--- config.mk ---
export PLATFORM = sky130hd
export DESIGN_NAME = cfn_navigator
export DESIGN_NICKNAME = d
export VERILOG_FILES = /design/src/core/cfn_pkg.sv /design/src/core/cfn_navigator.sv /design/src/core/cfn_rec_step.sv
export SDC_FILE = /design/constraint.sdc
export NUM_CORES = 2
export LEC_CHECK = 0
export ABC_CLOCK_PERIOD_IN_PS = 9270
export BUFFER_PORTS_ARGS = -buffer_cell sky130_fd_sc_hd__buf_2
export CAP_MARGIN = 0
export CORE_ASPECT_RATIO = 1.2
export CORE_MARGIN = 5
export CORE_UTILIZATION = 35
export DETAILED_ROUTE_END_ITERATION = 8
export PLACE_DENSITY_LB_ADDON = 0.25
export SYNTH_ARGS = -nofsm -noshare
export SYNTH_HDL_FRONTEND = slang
export SYNTH_HIERARCHICAL = 1
export SYNTH_SLANG_ARGS = --single-unit
--- constraint.sdc ---
create_clock -name clk_i -period 9.27 [get_ports clk_i]
set_clock_uncertainty 0.05 [all_clocks]
set_input_delay 0.927 -clock clk_i [delete_from_list [all_inputs] [get_ports clk_i]]
set_output_delay 0.927 -clock clk_i [all_outputs]
set_load 0.005 [all_outputs]
--- src/core/cfn_pkg.sv ---
// package of constants and types for the card file system navigator
package cfn_pkg;
  // file identifier type codes carried in the high byte
  localparam logic [7:0] CFN_TYPE_ROOT = 8'h3F;
  localparam logic [7:0] CFN_TYPE_DIR  = 8'h7F;
  localparam logic [7:0] CFN_TYPE_DROOT = 8'h2F;
  localparam logic [7:0] CFN_TYPE_DDIR = 8'h6F;
  localparam logic [15:0] CFN_ROOT_ID  = 16'h3F00;
  localparam logic [15:0] CFN_TELECOM_ID = 16'h7F10;
  localparam logic [15:0] CFN_PRIMARY_ID = 16'h7F20;
  localparam logic [15:0] CFN_SECOND_ID  = 16'h7F21;
  localparam logic [15:0] CFN_BODY_FIRST = 16'h0000;
  localparam logic [7:0]  CFN_REC_FIRST  = 8'h01;
  localparam logic [7:0]  CFN_PTR_NONE   = 8'h00;
  localparam logic [7:0]  CFN_REC_MAX    = 8'hFF;
  localparam int          CFN_NFILES     = 8;
  localparam int          CFN_IDXW       = 3;
  localparam logic [2:0]  CFN_ROOT_IDX   = 3'h0;

  // structure of a file body
  typedef enum logic [1:0] {
    CFN_ST_DIR = 2'b00,
    CFN_ST_TRANSP = 2'b01,
    CFN_ST_LINEAR = 2'b10,
    CFN_ST_CYCLIC = 2'b11
  } cfn_struct_t;

  // record access modes
  typedef enum logic [2:0] {
    CFN_M_ABS   = 3'b000,
    CFN_M_NEXT  = 3'b001,
    CFN_M_PREV  = 3'b010,
    CFN_M_CURR  = 3'b011,
    CFN_M_SFIRST = 3'b100,
    CFN_M_SNEXT  = 3'b101,
    CFN_M_SLAST  = 3'b110,
    CFN_M_SPREV  = 3'b111
  } cfn_mode_t;

  // per-file header as held by the card
  typedef struct packed {
    logic        valid;
    logic [15:0] fid;
    logic [2:0]  parent;
    cfn_struct_t kind;
    logic [7:0]  rec_len;
    logic [7:0]  rec_cnt;
    logic [15:0] body_len;
    logic [7:0]  last_upd;
  } cfn_hdr_t;

  // record access request
  typedef struct packed {
    cfn_mode_t  mode;
    logic       update;
    logic [7:0] rec_num;
  } cfn_rec_req_t;

  // binary access request
  typedef struct packed {
    logic [15:0] offset;
    logic [7:0]  count;
  } cfn_bin_req_t;
endpackage : cfn_pkg

--- src/core/cfn_navigator.sv ---
// file tree navigator: select checks, current files and record pointer
module cfn_navigator
  import cfn_pkg::*;
(
  input  wire logic           clk_i,
  input  wire logic           rst_b_i,
  input  wire logic           atr_i,
  input  wire logic           admin_i,
  input  wire logic           load_i,
  input  wire logic [2:0]     load_idx_i,
  input  wire cfn_hdr_t       load_hdr_i,
  input  wire logic           sel_i,
  input  wire logic [15:0]    sel_fid_i,
  input  wire logic           rec_i,
  input  wire cfn_rec_req_t   rec_req_i,
  input  wire logic           rec_done_i,
  input  wire logic           rec_abort_i,
  input  wire logic           bin_i,
  input  wire cfn_bin_req_t   bin_req_i,
  input  wire logic           app_i,
  input  wire logic [15:0]    app_dir_i,
  input  wire logic           hdr_req_i,
  output logic                sel_ok_o,
  output logic                sel_err_o,
  output logic                load_err_o,
  output logic                rec_ok_o,
  output logic                rec_err_o,
  output logic [7:0]          rec_target_o,
  output logic [15:0]         rec_offset_o,
  output logic                bin_ok_o,
  output logic                bin_err_o,
  output logic                app_ok_o,
  output logic [15:0]         cur_dir_o,
  output logic [15:0]         cur_file_o,
  output logic                file_valid_o,
  output logic [7:0]          rec_ptr_o,
  output cfn_hdr_t            hdr_o
);
  cfn_hdr_t        tbl_q [CFN_NFILES];
  logic [2:0]      dir_q, dir_d;
  logic [2:0]      file_q, file_d;
  logic            fvalid_q, fvalid_d;
  logic [2:0]      last_q, last_d;
  logic [7:0]      ptr_q, ptr_d;
  logic [7:0]      saved_q;
  logic            busy_q;
  logic            sel_ok_q, sel_err_q, load_err_q;
  logic            rec_ok_q, rec_err_q, bin_ok_q, bin_err_q, app_ok_q;
  logic [7:0]      rec_target_q;
  logic [15:0]     rec_offset_q;
  cfn_hdr_t        hdr_q;

  // identifier lookup: one match line per table entry
  logic [CFN_NFILES-1:0] hit;
  logic [CFN_NFILES-1:0] dup_sib;
  logic [CFN_NFILES-1:0] dup_anc;
  genvar g;
  generate
    for (g = 0; g < CFN_NFILES; g++) begin : g_match
      assign hit[g] = tbl_q[g].valid && (tbl_q[g].fid == sel_fid_i);
      // a load clashing with a sibling of the same parent
      assign dup_sib[g] = tbl_q[g].valid && (g != load_idx_i) &&
        (tbl_q[g].parent == load_hdr_i.parent) &&
        (tbl_q[g].fid == load_hdr_i.fid);
      // a load clashing with its parent or grandparent (tree depth two)
      assign dup_anc[g] = tbl_q[g].valid && (tbl_q[g].fid ==
        load_hdr_i.fid) && ((3'(g) == load_hdr_i.parent) ||
        (3'(g) == tbl_q[load_hdr_i.parent].parent));
    end
  endgenerate

  // priority encode the hits; ids may repeat across directories, so the lowest index wins
  logic [2:0] tgt;
  always_comb begin
    tgt = CFN_ROOT_IDX;
    for (int i = CFN_NFILES - 1; i >= 0; i--) begin
      if (hit[i]) tgt = 3'(i);
    end
  end

  wire        found     = |hit;
  wire [7:0]  tgt_type  = sel_fid_i[15:8];
  cfn_hdr_t   tgt_h;
  cfn_hdr_t   dir_h;
  cfn_hdr_t   file_h;
  assign tgt_h  = tbl_q[tgt];
  assign dir_h  = tbl_q[dir_q];
  assign file_h = tbl_q[file_q];

  // type byte tells a directory from a data file
  wire tgt_is_dir = (tgt_type == CFN_TYPE_ROOT) ||
                    (tgt_type == CFN_TYPE_DIR);
  wire tgt_is_data = (tgt_type == CFN_TYPE_DROOT) ||
                     (tgt_type == CFN_TYPE_DDIR);
  // data under the root must use 2F, under a directory 6F
  wire type_ok = tgt_is_dir ? (tgt_h.kind == CFN_ST_DIR) :
    tgt_is_data && (tgt_h.kind != CFN_ST_DIR) &&
    ((tgt_h.parent == CFN_ROOT_IDX) == (tgt_type == CFN_TYPE_DROOT));

  // allowed target set seen from the current directory
  wire is_child   = (tgt_h.parent == dir_q) && (tgt != dir_q);
  wire is_sibdir  = tgt_is_dir && (dir_q != CFN_ROOT_IDX) &&
                    (tgt_h.parent == dir_h.parent) && (tgt != dir_q);
  wire is_parent  = (tgt == dir_h.parent);
  wire is_self    = (tgt == dir_q);
  wire is_root    = (tgt == CFN_ROOT_IDX);
  wire is_last    = (tgt == last_q);
  wire sel_allow  = found && type_ok && (is_child || is_sibdir ||
    is_parent || is_self || is_root || is_last);

  // the record engine works on the current data file only
  wire rec_file = fvalid_q && ((file_h.kind == CFN_ST_LINEAR) ||
                               (file_h.kind == CFN_ST_CYCLIC));
  wire cyclic   = file_h.kind == CFN_ST_CYCLIC;
  logic [7:0] step_tgt;
  logic       step_ok;

  cfn_rec_step u_step (
    .ptr_i     (ptr_q),
    .cnt_i     (file_h.rec_cnt),
    .cyclic_i  (cyclic),
    .mode_i    (rec_req_i.mode),
    .rec_num_i (rec_req_i.rec_num),
    .target_o  (step_tgt),
    .ok_o      (step_ok)
  );

  // cyclic files accept updates only by stepping backwards
  // reads on a cyclic file may use any mode but the four seek modes
  wire upd_mode_ok = !cyclic || !rec_req_i.update ||
    (rec_req_i.mode == CFN_M_PREV);
  wire seek_mode = rec_req_i.mode[2];
  wire rec_accept = rec_i && !busy_q && rec_file && step_ok &&
    upd_mode_ok && !(seek_mode && rec_req_i.update) &&
    (file_h.rec_len != 8'h00);

  // cyclic update stores into the oldest slot, which then becomes
  // record one; the pointer rotates so record one stays newest
  wire [7:0] cyc_newest = (file_h.last_upd == file_h.rec_cnt) ?
    CFN_REC_FIRST : file_h.last_upd + 8'h01;

  // byte position of the chosen record, lengths fit in one byte
  wire [15:0] rec_off = 16'((step_tgt - 8'h01) * file_h.rec_len);

  // transparent body addressed from 0000 up to its stored length
  wire [16:0] bin_end = {1'b0, bin_req_i.offset} +
                        {9'h000, bin_req_i.count};
  wire bin_accept = bin_i && fvalid_q && (file_h.kind == CFN_ST_TRANSP)
    && (bin_req_i.offset >= CFN_BODY_FIRST)
    && (bin_end <= {1'b0, file_h.body_len});

  // reserved directory ids only for directories directly under the root
  wire load_rsv = (load_hdr_i.fid == CFN_TELECOM_ID ||
    load_hdr_i.fid == CFN_PRIMARY_ID || load_hdr_i.fid == CFN_SECOND_ID)
    && (load_hdr_i.kind != CFN_ST_DIR ||
        load_hdr_i.parent != CFN_ROOT_IDX);
  wire load_bad = (|dup_sib) || (|dup_anc) || load_rsv ||
    ((load_hdr_i.fid == CFN_ROOT_ID) != (load_idx_i == CFN_ROOT_IDX));
  wire load_take = load_i && admin_i && !load_bad;

  // next values of current directory, data file and pointer
  always_comb begin
    dir_d    = dir_q;
    file_d   = file_q;
    fvalid_d = fvalid_q;
    last_d   = last_q;
    ptr_d    = ptr_q;
    if (sel_i && sel_allow) begin
      last_d = tgt;
      if (tgt_h.kind == CFN_ST_DIR) begin
        dir_d    = tgt;
        fvalid_d = 1'b0;
        ptr_d    = CFN_PTR_NONE;
      end else begin
        file_d   = tgt;
        dir_d    = tgt_h.parent;
        fvalid_d = 1'b1;
        // record one is always the newest, so a cyclic file points there
        ptr_d    = (tgt_h.kind == CFN_ST_CYCLIC) ? CFN_REC_FIRST :
                   CFN_PTR_NONE;
      end
    end else if (rec_accept) begin
      ptr_d = (cyclic && rec_req_i.update) ? CFN_REC_FIRST : step_tgt;
    end else if (busy_q && rec_abort_i) begin
      ptr_d = saved_q;
    end
  end

  // header table storage, loadable only in the administrative phase; a cyclic update also writes last_upd
  always_ff @(posedge clk_i or negedge rst_b_i) begin
    if (!rst_b_i) begin
      for (int i = 0; i < CFN_NFILES; i++) tbl_q[i] <= '0;
    end else if (load_take) begin
      tbl_q[load_idx_i] <= load_hdr_i;
    end else if (rec_accept && cyclic && rec_req_i.update) begin
      tbl_q[file_q].last_upd <= cyc_newest;
    end
  end

  // navigation state; answer-to-reset returns to the root
  always_ff @(posedge clk_i or negedge rst_b_i) begin
    if (!rst_b_i) begin
      dir_q    <= CFN_ROOT_IDX;
      file_q   <= CFN_ROOT_IDX;
      fvalid_q <= 1'b0;
      last_q   <= CFN_ROOT_IDX;
      ptr_q    <= CFN_PTR_NONE;
    end else if (atr_i) begin
      dir_q    <= CFN_ROOT_IDX;
      fvalid_q <= 1'b0;
      last_q   <= CFN_ROOT_IDX;
      ptr_q    <= CFN_PTR_NONE;
    end else begin
      dir_q    <= dir_d;
      file_q   <= file_d;
      fvalid_q <= fvalid_d;
      last_q   <= last_d;
      ptr_q    <= ptr_d;
    end
  end

  // a record action holds the old pointer until done, abort, a select or answer-to-reset
  always_ff @(posedge clk_i or negedge rst_b_i) begin
    if (!rst_b_i) begin
      busy_q  <= 1'b0;
      saved_q <= CFN_PTR_NONE;
    end else if (atr_i || sel_i) begin
      busy_q  <= 1'b0;
    end else if (rec_accept) begin
      busy_q  <= 1'b1;
      saved_q <= ptr_q;
    end else if (rec_done_i || rec_abort_i) begin
      busy_q  <= 1'b0;
    end
  end

  // registered answers, one cycle after each request
  always_ff @(posedge clk_i or negedge rst_b_i) begin
    if (!rst_b_i) begin
      sel_ok_q     <= 1'b0;
      sel_err_q    <= 1'b0;
      load_err_q   <= 1'b0;
      rec_ok_q     <= 1'b0;
      rec_err_q    <= 1'b0;
      rec_target_q <= 8'h00;
      rec_offset_q <= 16'h0000;
      bin_ok_q     <= 1'b0;
      bin_err_q    <= 1'b0;
      app_ok_q     <= 1'b0;
      hdr_q        <= '0;
    end else begin
      sel_ok_q   <= sel_i && !atr_i && sel_allow;
      sel_err_q  <= sel_i && !atr_i && !sel_allow;
      load_err_q <= load_i && !load_take;
      rec_ok_q   <= rec_accept && !atr_i && !sel_i;
      rec_err_q  <= rec_i && !rec_accept;
      bin_ok_q   <= bin_accept;
      bin_err_q  <= bin_i && !bin_accept;
      app_ok_q   <= app_i && (app_dir_i == dir_h.fid);
      if (rec_accept) begin
        rec_target_q <= step_tgt;
        rec_offset_q <= rec_off;
      end
      // returns the current file header when one is valid, else the directory
      if (hdr_req_i) hdr_q <= fvalid_q ? file_h : dir_h;
    end
  end

  assign sel_ok_o     = sel_ok_q;
  assign sel_err_o    = sel_err_q;
  assign load_err_o   = load_err_q;
  assign rec_ok_o     = rec_ok_q;
  assign rec_err_o    = rec_err_q;
  assign rec_target_o = rec_target_q;
  assign rec_offset_o = rec_offset_q;
  assign bin_ok_o     = bin_ok_q;
  assign bin_err_o    = bin_err_q;
  assign app_ok_o     = app_ok_q;
  assign cur_dir_o    = dir_h.fid;
  assign cur_file_o   = fvalid_q ? file_h.fid : 16'h0000;
  assign file_valid_o = fvalid_q;
  assign rec_ptr_o    = ptr_q;
  assign hdr_o        = hdr_q;
endmodule // cfn_navigator

--- src/core/cfn_rec_step.sv ---
// record pointer step computation for record files
module cfn_rec_step
  import cfn_pkg::*;
(
  input  wire logic [7:0] ptr_i,
  input  wire logic [7:0] cnt_i,
  input  wire logic       cyclic_i,
  input  wire cfn_mode_t  mode_i,
  input  wire logic [7:0] rec_num_i,
  output logic [7:0]      target_o,
  output logic            ok_o
);
  wire ptr_set  = (ptr_i != CFN_PTR_NONE);
  wire at_last  = (ptr_i == cnt_i);
  wire at_first = (ptr_i == CFN_REC_FIRST);
  wire [7:0] nxt = ptr_i + 8'h01;
  wire [7:0] prv = ptr_i - 8'h01;

  // pick the addressed record; a zero count means an empty file
  always_comb begin
    target_o = CFN_PTR_NONE;
    ok_o     = 1'b0;
    unique case (mode_i)
      CFN_M_ABS: begin
        target_o = rec_num_i;
        ok_o = (rec_num_i != CFN_PTR_NONE) && (rec_num_i <= cnt_i);
      end
      CFN_M_NEXT: begin
        if (!ptr_set) target_o = CFN_REC_FIRST;
        else if (at_last) target_o = cyclic_i ? CFN_REC_FIRST : ptr_i;
        else target_o = nxt;
        ok_o = !ptr_set || !at_last || cyclic_i;
      end
      CFN_M_PREV: begin
        if (!ptr_set) target_o = cnt_i;
        else if (at_first) target_o = cyclic_i ? cnt_i : ptr_i;
        else target_o = prv;
        ok_o = !ptr_set || !at_first || cyclic_i;
      end
      CFN_M_CURR: begin
        target_o = ptr_i;
        ok_o = ptr_set;
      end
      CFN_M_SFIRST: begin
        target_o = CFN_REC_FIRST;
        ok_o = !cyclic_i;
      end
      CFN_M_SNEXT: begin
        target_o = nxt;
        ok_o = !cyclic_i && ptr_set && !at_last;
      end
      CFN_M_SLAST: begin
        target_o = cnt_i;
        ok_o = !cyclic_i;
      end
      CFN_M_SPREV: begin
        target_o = prv;
        ok_o = !cyclic_i && ptr_set && !at_first;
      end
    endcase
    if (cnt_i == CFN_PTR_NONE) ok_o = 1'b0;
  end
endmodule // cfn_rec_step

; ---- After elaboration in Yosys (flattened, before gate mapping)
; Index checks and enable logic that the tools add are counted.
[totals]
reg_bits = 617
out_inout_bits = 135
elab_cells = 409
inputBits = 145
[classes]
reduce_logical = 161
mux = 59
bitwise_logic = 8
n_mul = 1
magnitude_cmp = 10
add_sub_neg = 5
eq_ne = 76
[ops]
columns = op, count
row1 = 496-bit bitwise mux, 2
row2 = 496-bit two-way mux, 2
row3 = 62-bit binary-select mux with 3-bit select, 4
row4 = 62-bit demux with 3-bit select, 2
row5 = 62-bit two-way mux, 6
row6 = 16-bit == test, 17
row7 = 45-bit two-way mux, 4
row8 = 8-bit two-way mux, 13
row9 = 1-bit logical AND, 91
row10 = 8-bit case mux with 8 select lines, 1
row11 = "16-bit by 15-bit == test with 1-bit output, second input constant", 3
row12 = 3-bit == test, 13
row13 = 3-bit two-way mux, 13
row14 = 1-bit logical OR, 30
row15 = "3-bit == test, first input constant", 8
row16 = 8-bit nonzero test, 3
row17 = 8-bit OR reduction, 3
row18 = "4-bit >= comparator, second input constant", 5
row19 = 3-bit NOT with 4-bit output, 5
row20 = 3-bit logical NOT, 6
row21 = 16-bit by 8-bit adder with 17-bit output, 1
row22 = 17-bit by 16-bit less-or-equal comparator with 1-bit output, 1
row23 = "8-bit by 1-bit adder with 8-bit output, second input constant", 2
row24 = "16-bit by 14-bit == test with 1-bit output, second input constant", 1
row25 = 36 further kinds, 84

; ---- Logic depth before layout (Yosys ltp)
[depth]
ltp_word = 26
depth_mapped = 42
ltp_nobuf = 38

; ---- Cells and area by module
; Netlist, hierarchy kept.
[modules_own_cells]
columns = module, area_per_inst_um2, seq_area_each_um2, cells_per_inst, n_inst
row1 = cfn_navigator, 39781.9, 15439.8, 3642, 1
row2 = cfn_rec_step, 1634.1, 0.0, 259, 1

; ---- Worst setup path before layout
; OpenSTA, ideal clock, no wires.
[synth_path]
path_kind = register to register
start = register file_q[1]
end = register rec_offset_q[15] (netlist: rec_offset_o[15])
period_less_slack_ps = 8276
stages_incl_launch_ff = 35
n_path_buf = 4
setup_slack_ps = 994
arrival_time_ps = 8093
setup_time_ps = 133
t_required_ps = 9087
cell_sequence = dfrtp_1 > clkbuf_1 > nor3b_1 > clkbuf_1 > buf_1 > a22oi_1 > and4_1 > inv_1 > xnor2_1 > nand4_1 > nor3_1 > and3_1 > o22ai_1 > clkbuf_1 > inv_1 > ha_1 > nand2_1 > or3_1 > nor3_1 > nand2_1 > fa_1 > inv_1 > fa_1 > fa_1 > fa_1 > ha_1 > a21oi_1 > o21bai_1 > a21oi_1 > o21bai_1 > a21oi_1 > o21bai_1 > a21oi_1 > xnor2_1 > o21ai_0
[synth_lines]
columns = element, line_no
row1 = start: declaration, cfn_navigator.sv:41  ; logic [2:0] file_q, file_d;
row2 = start signal: assignment, cfn_navigator.sv:215  ; file_q <= file_d;
row3 = end signal: assignment, cfn_navigator.sv:262  ; rec_offset_q <= rec_off;
row4 = end: declaration, cfn_navigator.sv:50  ; logic [15:0] rec_offset_q;

==> impl_metrics.json <==
{
  "status": "finished, final reports clean",
  "grt-ovfl-total": 0,
  "dr.first_iter.drc_count": 3866,
  "synth-seq-cells": 617,
  "die_x_um": 324,
  "setup_viol": 0,
  "mostFrequentLayoutCells": "612 x dfrtp_1, 465 x mux2_2, 281 x xnor2_1",
  "cts_root_buffer": "clkbuf_16",
  "grt_pass1_vias": 34500,
  "via_count": 34200,
  "crit_type": "reg2reg",
  "io-pin-count": 280,
  "synth-main-ff-cell": "dfrtp_1",
  "crit_slowest_cell": "fa_1",
  "rsz0062_at_grt": "no",
  "async_reset_ff_share_pct": 100,
  "crit_top_cell": "a21oi_1",
  "rrSetupSlack_ns": 0.80,
  "cts_buffers": 72,
  "drc": 0,
  "max_freq_ghz": 0.118,
  "port_buffers": 279,
  "syn-instance-count": 3901,
  "drive_above_1_share_pct": 27.8,
  "powerDensity_mw_per_mm2": 211,
  "clock_latency_ns": 0.66,
  "ys_warn_count": 6,
  "place_ws_ns": 0.647,
  "core_region_area_mm2": 0.118,
  "finalCritPeriodShare_pct": 91.3,
  "dp_hpwl_mm": 113,
  "synthToLayoutAreaGrowth_pct": 12.9,
  "synth_edf_count": 0,
  "wl_mm": 164,
  "finalSetupTns_ns": 0,
  "cts.sinks": 617,
  "rows": 138,
  "cp.arrival_ns": 8.92,
  "grt_pass1_wl_mm": 240,
  "reg2reg_to": "rec_offset_o[15]",
  "ant_nets": 0,
  "htreeDepth": 3,
  "cts.clk_slew.worst_paths_ns": 0.06,
  "die_h_um": 387,
  "relSlewSlack_pct": 16.4,
  "cp_slowest_stage_delay_ns": 0.59,
  "syn_nets": 4171,
  "worstMarginPinSlew_ns": 1.25,
  "cp_max_fo": 13,
  "crit_path_end_kind": "flip-flop",
  "route.detailed.vias_per_inst": 6.05,
  "antenna_found_initial": 32,
  "finalHoldViolCount": 0,
  "worst_setup_path_start_kind": "flip-flop",
  "fillCellCount": 11700,
  "synth-seq-area-share_pct": 37.3,
  "r2r_cells": 31,
  "reg2reg_from": "file_q[1]",
  "grt_max_degree": 136,
  "num-nets-final": 4311,
  "synth.distinct_cells": 100,
  "min_path_type": "in2async",
  "clock_path_buffers": 3,
  "track_usage_pct": 25.6,
  "start_util_pct": 35.2,
  "avgSynthCellArea_um2": 10.6,
  "gp_congestion": 1.01,
  "first_pass_iters": 6,
  "fin_crit_ns": 8.47,
  "finalMaxSlewViolations": 0,
  "worstPathRequired_ns": 9.72,
  "drv_cap": 0,
  "wl_per_cell_um": 29.0,
  "syn_area_mm2": 0.0414,
  "dieArea_mm2": 0.125,
  "cts_tree": "done",
  "final_common_cell": "dfrtp_1",
  "cts_hold_buf": 0,
  "setup_ws_ns": 0.804,
  "max-vdd-ir-drop_mv": 0.116,
  "p_leak_nw": 19.0
}
logic make-up (layout without fill, tap and decap cells):
kind of cell | after synthesis | in the layout | share of synthesized area (%)
DFF | 617 | 617 | 37.3
other | 0 | 15 | 0
AOI/OAI and AO/OA | 794 | 794 | 13.1
xor gates and xnor gates | 377 | 377 | 7.97
buffers and inverters | 472 | 661 | 4.52
adders and majority gates | 125 | 125 | 4.79
muxes | 660 | 660 | 21.3
and+or+nand+nor | 856 | 857 | 11.0
worst max path at each step:
stage | endpoint | depth (start not counted) | from | slack, ns
final | rec_offset_o[15] | 31 | file_q[1] | 0.80
after global routing | rec_offset_o[15] | 34 | file_q[2] | 0.1
after CTS | rec_offset_o[15] | 33 | file_q[1] | 0.64
after detailed placement | rec_offset_o[15] | 33 | file_q[1] | 0.65
after global placement | rec_offset_o[15] | 36 | file_q[1] | 0.74
after floorplan | rec_offset_o[15] | 34 | file_q[1] | 0.99
sequential cells by signal, indices dropped and copies added, names as in the netlist, 3 cells and up:
name,count
rec_ptr_o,8
file_q,3
rec_target_o,8
dir_q,3
last_q,3
tbl_q,496
saved_q,8
rec_offset_o,16
hdr_o,62
cell usage after synthesis (all sizes together) (10+ instances only):
cell,count,area share [%]
dfrtp,617,37
mux2,472,13
xnor2,282,6.0
a22oi,280,5.1
nand2,230,2.1
clkbuf,202,1.8
o21ai,182,2.3
inv,165,1.5
nor2,143,1.3
mux4,130,7.1
a21oi,102,1.2
buf,101,1.2
xor2,95,2.0
nand4,93,1.4
ha,69,2.1
nand3,62,0.76
nor3,59,0.81
mux2i,58,1.4
nor2b,58,0.88
fa,56,2.7
a211oi,44,0.80
nor4,31,0.52
and2,29,0.44
and4,29,0.61
nand2b,20,0.30
and3,17,0.26
o21bai,17,0.31
or2,17,0.27
a41oi,16,0.34
a221oi,15,0.32
o22ai,13,0.21
or4,13,0.24
o211ai,12,0.22
a21boi,11,0.20
a22o,11,0.23
a31oi,11,0.17
nor3b,11,0.21
and3b,10,0.21
nand3b,10,0.18
layer usage:
| layer | wire length [um] | track usage [%] | share of wire [%] | vias to the layer above |
|---|---|---|---|---|
| li1 | - | - | - | 14600 |
| met5 | 62 | 0 | 0.038 | - |
| met3 | 12400 | 4.54 | 7.6 | 401 |
| met2 | 77400 | 41.9 | 47 | 1677 |
| met4 | 7950 | 10.9 | 4.8 | 8 |
| met1 | 66100 | 33.3 | 40 | 17500 |
layout make-up:
type                            count  area [um^2]  area share [%]
Multi-Input combinational cell   2813        24200            51.8
Sequential cell                   617        15500            33.0
Timing Repair Buffer              368         2160            4.63
Clock buffer                      101         2060            4.41
Tap cell                         1540         1930            4.12
Inverter                          169          634            1.36
Clock inverter                     23          280           0.599
Antenna cell                       15         37.5          0.0803
where the power goes:
| part | internal (W) | leakage (nW) | switching (W) |
|---|---|---|---|
| clock | 0.00169 | 1.14 | 0.00122 |
| sequential | 0.00324 | 7.78 | 0.000739 |
| combinational | 0.00144 | 10.1 | 0.00153 |
| total | 0.00637 | 19.0 | 0.00348 |
what timing repair did:
| action | in CTS | in global routing |
|---|---|---|
| endpoints found under the hold margin | 0 | 0 |
| setup endpoints to repair | 0 | 1 |
| setup buffers | 0 | 0 |
| resized for setup | 0 | 3 |
through the flow:
stage / power [W] / std cells / utilization, % / hold WS (ns) / area, um^2
3_5_place_dp: 0.00696 / 5506 / 37.7 / 0.412 / 44400
4_1_cts: 0.00990 / 5630 / 39.7 / 0.341 / 46700
3_3_place_gp: 0.00692 / 5506 / 37.7 / 0.404 / 44400
5_1_grt: 0.0104 / 5633 / 39.7 / 0.395 / 46700
2_1_floorplan: 0.00585 / 3901 / - / 0.391 / 41400
6_report: 0.00985 / 5646 / 39.7 / 0.326 / 46800
worst max-delay path, delay by kind of cell (launching register included):
family | cells | cell delay (ns)
compound gates | 12 | 1.92
xor+xnor | 3 | 0.61
fa+ha+maj | 5 | 2.31
buf+inv | 3 | 0.28
flops | 1 | 0.49
simple gates | 8 | 2.62
No activity file was read; power rests on OpenSTA's default activity.
